===== config.mk =====
export PLATFORM = sky130hd
export DESIGN_NAME = sysbits_top
export DESIGN_NICKNAME = d
export VERILOG_FILES = /design/src/core/scan_phase.v /design/src/core/sysbits_top.v /design/src/core/tb_divider.v
export VERILOG_INCLUDE_DIRS = /design/src /design/src/core
export SDC_FILE = /design/constraint.sdc
export NUM_CORES = 1
export LEC_CHECK = 0
export CAP_MARGIN = 20
export CORE_AREA = 2 2 143 145
export DETAILED_ROUTE_END_ITERATION = 8
export DIE_AREA = 0 0 145 147
export DONT_BUFFER_PORTS = 1
export GPL_TIMING_DRIVEN = 0
export PLACE_DENSITY = 0.7
export SLEW_MARGIN = 20
export SYNTH_ARGS = -nofsm -noshare
export SYNTH_HDL_FRONTEND = slang
export SYNTH_SLANG_ARGS = --single-unit

===== constraint.sdc =====
create_clock -name SYS_CLK -period 7.95 [get_ports SYS_CLK]
set_input_delay 0 -clock SYS_CLK [delete_from_list [all_inputs] [get_ports SYS_CLK]]
set_output_delay 0 -clock SYS_CLK [all_outputs]
set_load 0.05 [all_outputs]

===== src/core/sysbits_consts.vh =====
// constants for the controller system status and control flag bank
//
// Behaviour
// RULE_01 - cold-start flag raised by lost-data power return, cartridge change, reset button, request
// RULE_02 - cold-start flag reads 1 through first full scan, cleared before next scan
// RULE_03 - warm-restart flag raised by retained-data power return or software request
// RULE_04 - warm-restart flag cleared at end of first scan, before output update
// RULE_05 - four time-base bits toggle at 10 ms, 100 ms, 1 s, 1 min, scan-independent
// RULE_06 - wiring-test bit resets to 1; unconfigured with bit 1 forces outputs to 0
// RULE_07 - unconfigured with wiring-test bit 0 lets adjustment terminal drive outputs
// RULE_08 - output-fallback bit at 1 forces all outputs to fallback values
// RULE_09 - output-fallback bit at 0 lets program results update outputs
// RULE_10 - I/O-healthy bit resets to 1, drops to 0 on any detected I/O fault
// RULE_11 - I/O-healthy bit returns to 1 by itself when the fault goes away
// RULE_12 - watchdog-overrun flag set when a task exceeds maximum execution time
// RULE_13 - watchdog overrun stops controller in error mode with error lamp flashing
// RULE_14 - first-scan flag is 1 during first scan after entering run, else 0
// RULE_15 - string-overflow flag set when string destination area is too small
// RULE_16 - software must clear the string-overflow flag itself
// RULE_17 - software must not write back bits the device returns to normal
// RULE_18 - watchdog, first-scan, I/O-healthy bits device-only; string flag cleared by software
// RULE_19 - first-scan flag cleared automatically at start of second scan after run entry
`ifndef SYSBITS_CONSTS_VH
`define SYSBITS_CONSTS_VH

// word offsets (byte addresses)
`define OFS_CTRL 4'h0
`define OFS_STATUS 4'h4
`define OFS_REQ 4'h8
`define OFS_FALLBACK 4'hC

// control and request register fields
`define BIT_WIRING 0
`define BIT_FALLBACK 1
`define BIT_COLD 0
`define BIT_WARM 1
`define BIT_STRING 2

// status register fields
`define ST_COLD 0
`define ST_WARM 1
`define ST_TB10MS 4
`define ST_TB100MS 5
`define ST_TB1S 6
`define ST_TB1MIN 7
`define ST_WIRING 8
`define ST_FALLBACK 9
`define ST_IOOK 10
`define ST_WDOG 11
`define ST_FIRST 13
`define ST_STRING 15
`define ST_STOPPED 16

`define RST_WIRING 1'b1
`define RST_FALLBACK 1'b0
`define RST_IOOK 1'b1

// time-base periods and clock rate
`define CLK_HZ 32'h05F5E100
`define TB10MS_MS 10
`define TB100MS_MS 100
`define TB1S_MS 1000
`define TB1MIN_MS 60000
// half period in cycles: bit toggles twice per period
// kept unsigned 32-bit: the minute half period overflows a signed integer
`define HALF_CYC(ms) ((ms) * (`CLK_HZ / 32'h000007D0))

`endif


===== src/core/scan_phase.v =====
// tracks scan boundaries and the first scan after a flag event or run entry
`timescale 1ns/100ps
module scan_phase (
    input wire clk,
    input wire rst,
    input wire scan_start,
    input wire arm,
    output reg active
);
    // armed event waits for a scan start, then covers that scan, ends at next start
    reg pend_r;
    always @(posedge clk or posedge rst) begin
        if (rst) begin
            pend_r <= 1'b0;
            active <= 1'b0;
        end else begin
            if (scan_start) begin
                active <= pend_r | arm;
                pend_r <= 1'b0;
            end else if (arm) begin
                pend_r <= 1'b1;
            end
        end
    end
endmodule // scan_phase


===== src/core/sysbits_top.v =====
// system status and control flag bank with scan-driven and free-running bits
`include "sysbits_consts.vh"
`timescale 1ns/100ps
module sysbits_top #(
    parameter integer NOUT = 16,
    parameter [31:0] HALF_10MS = `HALF_CYC(`TB10MS_MS),
    parameter [31:0] HALF_100MS = `HALF_CYC(`TB100MS_MS),
    parameter [31:0] HALF_1S = `HALF_CYC(`TB1S_MS),
    parameter [31:0] HALF_1MIN = `HALF_CYC(`TB1MIN_MS),
    parameter integer LAMP_HALF = `HALF_CYC(250)
) (
    input wire SYS_CLK,
    input wire RST,
    input wire [3:0] AVS_ADDRESS,
    input wire AVS_READ,
    input wire AVS_WRITE,
    input wire [31:0] AVS_WRITEDATA,
    input wire [3:0] AVS_BYTEENABLE,
    output reg [31:0] AVS_READDATA,
    output wire AVS_WAITREQUEST,
    output reg [1:0] AVS_RESPONSE,
    input wire PWR_RETURN_LOST,
    input wire PWR_RETURN_KEPT,
    input wire CARTRIDGE_CHANGE,
    input wire RESET_BUTTON,
    input wire SCAN_START,
    input wire SCAN_END,
    input wire RUN_ENTRY,
    input wire CONFIGURED,
    input wire IO_FAULT,
    input wire TASK_OVERRUN,
    input wire STRING_TOO_SMALL,
    input wire RESTART_STOP,
    input wire [NOUT-1:0] PROGRAM_OUT,
    input wire [NOUT-1:0] ADJUST_OUT,
    output reg [NOUT-1:0] OUTPUTS,
    output wire STOPPED,
    output wire ERR_LAMP
);
    reg wiring_test_enable_r;
    reg output_fallback_force_r;
    reg [NOUT-1:0] fallback_val_r;
    reg cold_arm_r;
    reg warm_arm_r;
    reg warm_r;
    reg watchdog_overrun_flag_r;
    reg string_overflow_flag_r;
    reg stopped_r;
    reg ack_r;
    reg [31:0] lamp_cnt_r;
    reg lamp_r;
    reg [NOUT-1:0] out_nxt;
    reg [31:0] rd_nxt;
    wire cold_start_flag;
    wire first_scan_flag;
    wire io_healthy_flag;
    wire [3:0] time_base;
    wire sel_ctrl = (AVS_ADDRESS == `OFS_CTRL);
    wire sel_status = (AVS_ADDRESS == `OFS_STATUS);
    wire sel_req = (AVS_ADDRESS == `OFS_REQ);
    wire sel_fb = (AVS_ADDRESS == `OFS_FALLBACK);
    wire mapped = sel_ctrl | sel_status | sel_req | sel_fb;
    wire req = AVS_READ | AVS_WRITE;
    // one wait state: the request completes on the edge after it is seen
    wire wr = AVS_WRITE & ack_r & AVS_BYTEENABLE[0];
    wire wr_req = wr & sel_req;
    wire sw_cold = wr_req & AVS_WRITEDATA[`BIT_COLD];
    wire sw_warm = wr_req & AVS_WRITEDATA[`BIT_WARM];
    wire sw_str_clr = wr_req & AVS_WRITEDATA[`BIT_STRING];
    wire cold_evt = PWR_RETURN_LOST | CARTRIDGE_CHANGE | RESET_BUTTON | sw_cold; // RULE_01
    wire warm_evt = PWR_RETURN_KEPT | sw_warm; // RULE_03

    assign AVS_WAITREQUEST = req & ~ack_r;

    always @(posedge SYS_CLK or posedge RST) begin
        if (RST) begin
            ack_r <= 1'b0;
        end else begin
            ack_r <= req & ~ack_r;
        end
    end

    // cold flag covers the whole first scan after the event, gone at next start
    scan_phase cold_phase (
        .clk(SYS_CLK),
        .rst(RST),
        .scan_start(SCAN_START),
        .arm(cold_arm_r),
        .active(cold_start_flag)
    ); // RULE_02

    always @(posedge SYS_CLK or posedge RST) begin
        if (RST) begin
            cold_arm_r <= 1'b0;
        end else begin
            cold_arm_r <= cold_evt;
        end
    end

    scan_phase first_phase (
        .clk(SYS_CLK),
        .rst(RST),
        .scan_start(SCAN_START),
        .arm(RUN_ENTRY),
        .active(first_scan_flag)
    ); // RULE_14 RULE_19

    // warm flag: raised at the next scan start, dropped at that scan's end
    always @(posedge SYS_CLK or posedge RST) begin
        if (RST) begin
            warm_arm_r <= 1'b0;
            warm_r <= 1'b0;
        end else begin
            if (SCAN_START) begin
                warm_r <= warm_arm_r | warm_evt;
                warm_arm_r <= 1'b0;
            end else begin
                if (warm_evt) begin
                    warm_arm_r <= 1'b1;
                end
                if (SCAN_END) begin
                    warm_r <= 1'b0; // RULE_04
                end
            end
        end
    end

    genvar g;
    generate
        for (g = 0; g < 4; g = g + 1) begin : tbase
            tb_divider #(
                .HALF(g == 0 ? HALF_10MS : g == 1 ? HALF_100MS : g == 2 ? HALF_1S : HALF_1MIN)
            ) div (
                .clk(SYS_CLK),
                .rst(RST),
                .tb(time_base[g])
            ); // RULE_05
        end
    endgenerate

    // follows the fault live, so it heals without any software clear
    assign io_healthy_flag = ~IO_FAULT; // RULE_10 RULE_11

    always @(posedge SYS_CLK or posedge RST) begin
        if (RST) begin
            wiring_test_enable_r <= `RST_WIRING; // RULE_06
            output_fallback_force_r <= `RST_FALLBACK;
            fallback_val_r <= {NOUT{1'b0}};
            watchdog_overrun_flag_r <= 1'b0;
            string_overflow_flag_r <= 1'b0;
            stopped_r <= 1'b0;
        end else begin
            if (wr & sel_ctrl) begin
                wiring_test_enable_r <= AVS_WRITEDATA[`BIT_WIRING];
                output_fallback_force_r <= AVS_WRITEDATA[`BIT_FALLBACK];
            end
            if (wr & sel_fb) begin
                fallback_val_r <= AVS_WRITEDATA[NOUT-1:0];
            end
            // device-only bits; software may only clear the string flag
            if (TASK_OVERRUN) begin
                watchdog_overrun_flag_r <= 1'b1; // RULE_12 RULE_18
            end else if (RESTART_STOP) begin
                watchdog_overrun_flag_r <= 1'b0;
            end
            if (STRING_TOO_SMALL) begin
                string_overflow_flag_r <= 1'b1; // RULE_15
            end else if (sw_str_clr) begin
                string_overflow_flag_r <= 1'b0; // RULE_18
            end
            if (TASK_OVERRUN) begin
                stopped_r <= 1'b1; // RULE_13
            end else if (RESTART_STOP) begin
                stopped_r <= 1'b0;
            end
        end
    end

    // error lamp flashes while stopped in error mode
    always @(posedge SYS_CLK or posedge RST) begin
        if (RST) begin
            lamp_cnt_r <= 32'h00000000;
            lamp_r <= 1'b0;
        end else if (!stopped_r) begin
            lamp_cnt_r <= 32'h00000000;
            lamp_r <= 1'b0;
        end else if (lamp_cnt_r == LAMP_HALF - 1) begin
            lamp_cnt_r <= 32'h00000000;
            lamp_r <= ~lamp_r; // RULE_13
        end else begin
            lamp_cnt_r <= lamp_cnt_r + 32'h00000001;
        end
    end
    assign STOPPED = stopped_r;
    assign ERR_LAMP = lamp_r;

    // output selection; fallback force outranks everything; a forced stop gives fallback values only when configured
    always @* begin
        out_nxt = OUTPUTS;
        if (output_fallback_force_r) begin
            out_nxt = fallback_val_r; // RULE_08
        end else if (!CONFIGURED) begin
            if (wiring_test_enable_r) begin
                out_nxt = {NOUT{1'b0}}; // RULE_06
            end else begin
                out_nxt = ADJUST_OUT; // RULE_07
            end
        end else if (stopped_r) begin
            out_nxt = fallback_val_r;
        end else if (SCAN_END) begin
            out_nxt = PROGRAM_OUT; // RULE_09
        end
    end

    always @(posedge SYS_CLK or posedge RST) begin
        if (RST) begin
            OUTPUTS <= {NOUT{1'b0}};
        end else begin
            OUTPUTS <= out_nxt;
        end
    end

    always @* begin
        rd_nxt = 32'h00000000;
        if (sel_ctrl) begin
            rd_nxt[`BIT_WIRING] = wiring_test_enable_r;
            rd_nxt[`BIT_FALLBACK] = output_fallback_force_r;
        end else if (sel_status) begin
            rd_nxt[`ST_COLD] = cold_start_flag;
            rd_nxt[`ST_WARM] = warm_r;
            rd_nxt[`ST_TB1MIN:`ST_TB10MS] = time_base;
            rd_nxt[`ST_WIRING] = wiring_test_enable_r;
            rd_nxt[`ST_FALLBACK] = output_fallback_force_r;
            rd_nxt[`ST_IOOK] = io_healthy_flag;
            rd_nxt[`ST_WDOG] = watchdog_overrun_flag_r;
            rd_nxt[`ST_FIRST] = first_scan_flag;
            rd_nxt[`ST_STRING] = string_overflow_flag_r;
            rd_nxt[`ST_STOPPED] = stopped_r;
        end else if (sel_fb) begin
            rd_nxt[NOUT-1:0] = fallback_val_r;
        end
    end

    always @(posedge SYS_CLK or posedge RST) begin
        if (RST) begin
            AVS_READDATA <= 32'h00000000;
            AVS_RESPONSE <= 2'h0;
        end else begin
            AVS_READDATA <= rd_nxt;
            // unmapped addresses answer with a slave error, reads as zero
            AVS_RESPONSE <= mapped ? 2'h0 : 2'h2;
        end
    end
endmodule // sysbits_top


===== src/core/tb_divider.v =====
// free-running half-period divider driving one time-base bit
`timescale 1ns/100ps
module tb_divider #(
    parameter [31:0] HALF = 32'h0007A120
) (
    input wire clk,
    input wire rst,
    output reg tb
);
    reg [31:0] cnt_r;
    always @(posedge clk or posedge rst) begin
        if (rst) begin
            cnt_r <= 32'h00000000;
            tb <= 1'b0;
        end else if (cnt_r == HALF - 32'h00000001) begin
            cnt_r <= 32'h00000000;
            tb <= ~tb;
        end else begin
            cnt_r <= cnt_r + 32'h00000001;
        end
    end
endmodule // tb_divider


# Word-level counts from Yosys, hierarchy flattened
# Index checks and enable logic that the tools add are counted.
# word_totals
out_inout_bits	53
reg_bits	228
wordCells	112
input_bits	88
# classes
addsub	5
n_bitwise	27
n_reduce_logical	7
n_eq_ne	10
n_mux	37
# op_table
operator	n
$mux W32	6
$add A32 B1 Y32 const B	5
$mux W16	6
$eq A32 B19 Y1 const B	1
$eq A32 B23 Y1 const B	1
$eq A32 B24 Y1 const B	1
$eq A32 B26 Y1 const B	1
$eq A32 B32 Y1 const B	1
$mux W1	19
$mux W15	1
$reduce_bool A2 Y1	6
$or A1 B1 Y1	11
$and A1 B1 Y1	9
$eq A4 B4 Y1 const B	2
$mux W2	4
$mux W8	1
$not A1 Y1	7
$eq A4 B3 Y1 const B	1
$logic_not A4 Y1	1
$ne A4 B2 Y1 const B	1
$ne A2 B1 Y1 const B	1

# Logic depth before layout (Yosys ltp)
# depth
word_depth	7
depth_mapped	7
depth_no_buf	6

# Cells and area by module
# A second synthesis with hierarchy kept.
# hier_totals
hier_cells	1076
hier_area_um2	11263.3
# modules_own_cells
mod	area_per_inst_um2	cells_each	n_inst	seq_area_each_um2
sysbits_top	4310.4	415	1	2278.4
tb_divider at tbase[1].div	1746.7	164	1	825.8
tb_divider at tbase[3].div	1715.4	167	1	825.8
tb_divider at tbase[2].div	1695.4	163	1	825.8
tb_divider at tbase[0].div	1655.3	153	1	825.8
scan_phase	70.1	7	2	50.0

# Least setup slack after synthesis
# Ideal clock, no wire load.
# synth_timing
kind	register -> register
from	register lamp_cnt_r[0]
to	register lamp_cnt_r[26]
t_arrival_ps	1826
synth_period_minus_slack_ps	1947
setup_slack_ps	6003
stages_incl_launch_ff	7
n_path_buf	0
t_required_ps	7829
setup_time_ps	121
cell_sequence	dfrtp_1 > ha_1 > nand4_1 > nor4_2 > nand4_1 > xor2_1 > nor2_1
# synth_between
elab_chain_len	3
elab_cells_between_ends	4
cone_classes	add/sub (1); eq/ne (1); mux (2)
# synth_rtl
element	line_no	rtl
start, declared	sysbits_top.v:50	reg [31:0] lamp_cnt_r;
start signal, assigned	sysbits_top.v:191	lamp_cnt_r <= lamp_cnt_r + 32'h00000001;
$add A32 B1 Y32 / $eq A32 B24 Y1 (equally long branches)	sysbits_top.v:191, sysbits_top.v:187	
$mux W32 (*)	sysbits_top.v:187	end else if (lamp_cnt_r == LAMP_HALF - 1) begin
$mux W32 (*)	sysbits_top.v:184	end else if (!stopped_r) begin
# Mark *: on every way between the ends. The rest lies on a longest branch, timed or not.
# A chain may end at the register's enable or synchronous reset.

# Worst setup path in the final report
# layout_timing
from	register stopped_r (netlist: STOPPED)
to	register OUTPUTS[4]
# layout_between
elab_chain_len	3
elab_cells_between_ends	4
cone_classes	eq/ne (1); mux (3)
# layout_rtl
element	line_no	rtl
start, declared	sysbits_top.v:48	reg stopped_r;
start signal, assigned	sysbits_top.v:151	stopped_r <= 1'b0;
start signal, assigned	sysbits_top.v:172	stopped_r <= 1'b1;
start signal, assigned	sysbits_top.v:174	stopped_r <= 1'b0;
$mux W16	sysbits_top.v:208	end else if (stopped_r) begin
$mux W16	sysbits_top.v:202	end else if (!CONFIGURED) begin
$mux W16	sysbits_top.v:200	if (output_fallback_force_r) begin
end signal, assigned	sysbits_top.v:217	OUTPUTS <= {NOUT{1'b0}};
end signal, assigned	sysbits_top.v:219	OUTPUTS <= out_nxt;
end, declared	sysbits_top.v:36	output reg [NOUT-1:0] OUTPUTS,
# Parallel ways exist; a longest one is shown, timed or not.

==> impl_metrics.ini <==
[floorplanning]
io_pins = 141
row_count = 52
die_h_um = 147
core_area_um2 = 19800
die_w_um = 145
initial_core_util_pct = 54.0
dieArea_um2 = 21300

[timing]
fmax_mhz = 325
tightest_slew_ps = 955
setup_violations = 0
worst_slack_ps = 4880
period_needed_ps = 3070
slew_headroom_pct = 35.8
skew_ps = 22.9
final-hold-violation-count = 0
grt_setup_unrepaired = false
setup-tns-final_ps = 0
finalMaxSlewViolations = 0
fin_crit_sh_pct = 38.7

[pwr]
p_switching_mw = 0.627
p_leak_nw = 5.80
clkPwrFrac_pct = 45.3
p_int_mw = 1.98
p_per_area_nw_per_um2 = 204
swShare_pct = 24.0
p_comb_share_pct = 6.7
total_power_mw = 2.61
power_frac_seq_pct = 48.0
peakVddDrop_v = 0.000210

[worst_setup_path]
startpoint_type = flip-flop
crit_path_frequent_cell = clkbuf_1
path_max_fanout = 10
crit_family = buffers and inverters
reg2reg_to = OUTPUTS[4]
rr_worst_depth = 8
crit_buf_inv = 3
required_ps = 8370
r2r-start = STOPPED
arrival_ps = 3490
slowest_stage = clkbuf_1
critPathKind = reg2reg
cp-end-kind = flip-flop
r2r_slack_ps = 4880
cpPeakStageDelay_ps = 630
crit_chain = nor2b_1 > clkbuf_1 > clkbuf_1 > a22oi_1 > dlygate4sd3_1 > nor2_1 > a21oi_1 > o21ai_0

[global_route]
grt_start_max_net_pins = 109
grt_pass1_wl_um = 41300
grtUsageTotal_pct = 23.6
grt_pass1_vias = 7996
antenna_found_initial = 0
grt.overflow.total = 0

[clocking]
clockBufferDepth = 3
cts_tree = built
path_clk_slew_ps = 60
cts_max_level = 1
cts_made_buffers = 25
root_buffer = clkbuf_16
worst_skew_pair.late_latency_ps = 530
post_cts_buffers = 0
cts_sinks = 227

[cells_and_area]
fill_cells = 1560
n_antenna_cell = 0
mostFrequentLayoutCell = dfrtp_1
drive_gt1_share_pct = 9.50
nets = 1255
area_growth_pct = 19.4
final_cell_mix = dfrtp_1, nor2_1, nand2_1, nand3_1, dlygate4sd3_1

[logic_synthesis]
netlist_instances = 1043
synth_edf_count = 0
synthAdderAreaFrac_pct = 0.584
ys_types = 62
syn_area_um2 = 10700
synthXorXnorAreaFrac_pct = 11.0
synth_top_family_by_area = simple AND/OR/NAND/NOR gates
ys_ff_latch = 227
muxShareOfSynthArea_pct = 2.55
synth-simple-area-share_pct = 23.8
synthFlopType = dfrtp_1
synth_compound_area_share_pct = 6.25
avgSynthCellArea_um2 = 10.3
async_flop_share_pct = 100
synth_warnings = 0
yosysSeqAreaShare_pct = 53.0

[routing]
wl_per_cell_um = 17.1
vias = 8115
drc = 0
vias_per_cell = 5.60
antenna_left = 0
dr.pass1.iters = 5
dr.first_iter.drc_count = 510
drt-total-wl_um = 24800

[place]
place.gp.congestion = 0.837
preCtsSetupSlack_ps = 5410
port-buffer-count = 0
place_hpwl_um = 16400

[job]
cap_violations = 0

[min_path]
hp-class = in2reg
worstHoldStart = AVS_BYTEENABLE[0]
hold-path-cell-count = 4
hold_path_end = wiring_test_enable_r

[status]
run_status = complete, no violations
[sequential cells by signal (all words and copies together), names as in the netlist]
| register | flops |
|---|---|
| first_phase.pend_r | 1 |
| ack_r | 1 |
| string_overflow_flag_r | 1 |
| output_fallback_force_r | 1 |
| cold_phase.active | 1 |
| cold_arm_r | 1 |
| tbase.div.tb | 4 |
| STOPPED | 1 |
| warm_arm_r | 1 |
| tbase.div.cnt_r | 128 |
| AVS_RESPONSE | 1 |
| wiring_test_enable_r | 1 |
| warm_r | 1 |
| OUTPUTS | 16 |
| cold_phase.pend_r | 1 |
| fallback_val_r | 16 |
| ERR_LAMP | 1 |
| AVS_READDATA | 17 |
| first_phase.active | 1 |
| lamp_cnt_r | 32 |
[how the worst max path moves through the flow]
stage                     cells after the start                    end  slack [ps]     from
after global placement                        1  tbase[2].div.cnt_r[2]        -770      RST
after floorplan                               1        AVS_READDATA[0]        1730      RST
after CTS                                     8             OUTPUTS[8]        4970  STOPPED
final                                         8             OUTPUTS[4]        4880  STOPPED
after detailed placement                      5             OUTPUTS[4]        5410  STOPPED
after global routing                          8             OUTPUTS[4]        4690  STOPPED
[layout make-up]
type,count,area [µm²],share of cell area (%)
clock inverter,11,134,1.05
multi-input combinational,770,4800,37.5
inverter,18,75.1,0.587
sequential,227,5680,44.4
buffer,43,235,1.84
clock buffer,33,716,5.60
timing repair buffer,77,813,6.36
tap,270,338,2.64
[timing repair]
item	in CTS	in global routing
gates resized for setup	0	0
hold buffers	74	0
hold endpoints to repair	274	0
[per-stage QoR]
step / hold slack [ps] / area, µm² / std cells / util (%)
after CTS: 25.1 / 12800 / 1449 / 64.4
after detailed placement: -149 / 11200 / 1331 / 56.3
final: 18.4 / 12800 / 1449 / 64.5
after floorplan: 92.3 / 10800 / 1058 / -
after global routing: 74.1 / 12800 / 1449 / 64.5
after global placement: 93.6 / 11100 / 1328 / 56.0
[cell families (layout without fill, tap and decap cells)]
group	Yosys count	in the layout
mux	25	25
xor+xnor	134	134
fa+ha+maj	5	5
flops	227	227
compound gates	103	103
simple gates	487	487
buf+inv	61	182
other cells	1	16
[synth_stat cells (all sizes together), types with 18 or more instances]
| cell type | count | area (µm²) |
|---|---|---|
| and3 | 30 | 189 |
| nor4 | 24 | 178 |
| clkbuf | 20 | 75.1 |
| inv | 18 | 67.6 |
| o21ai | 28 | 140 |
| xor2 | 70 | 613 |
| nor2 | 126 | 480 |
| nand3 | 75 | 375 |
| mux2 | 18 | 203 |
| nand2 | 89 | 334 |
| dfrtp | 226 | 5660 |
| a21oi | 26 | 130 |
| xnor2 | 64 | 561 |
| buf | 23 | 160 |
| nor3 | 26 | 156 |
| nand4 | 47 | 300 |
[routing by layer]
| layer | part of all wire (%) | track usage, % | vias to the layer above | wire length, µm |
|---|---|---|---|---|
| li1 | - | - | 3869 | - |
| met1 | 45 | 32.7 | 3953 | 11200 |
| met2 | 47 | 38.5 | 253 | 11600 |
| met3 | 5.9 | 4.01 | 40 | 1470 |
| met4 | 2.4 | 7.08 | 0 | 587 |
| met5 | 0 | 0 | - | 0 |
[tightest hold or removal path: stages]
cell,delay (ps)
nand3_1,180
nor2_1,60
nand2_1,110
mux2_2,160
[power groups by stage]
stage | sequential [mW] | combinational [mW] | clock (mW)
after detailed placement | 1.27 | 0.138 | 0
after CTS | 1.25 | 0.174 | 1.21
after floorplan | 1.26 | 0.103 | 0
after global routing | 1.26 | 0.193 | 1.25
after global placement | 1.27 | 0.131 | 0
final | 1.25 | 0.176 | 1.18
Note: power is estimated with default switching activity, not from simulation.
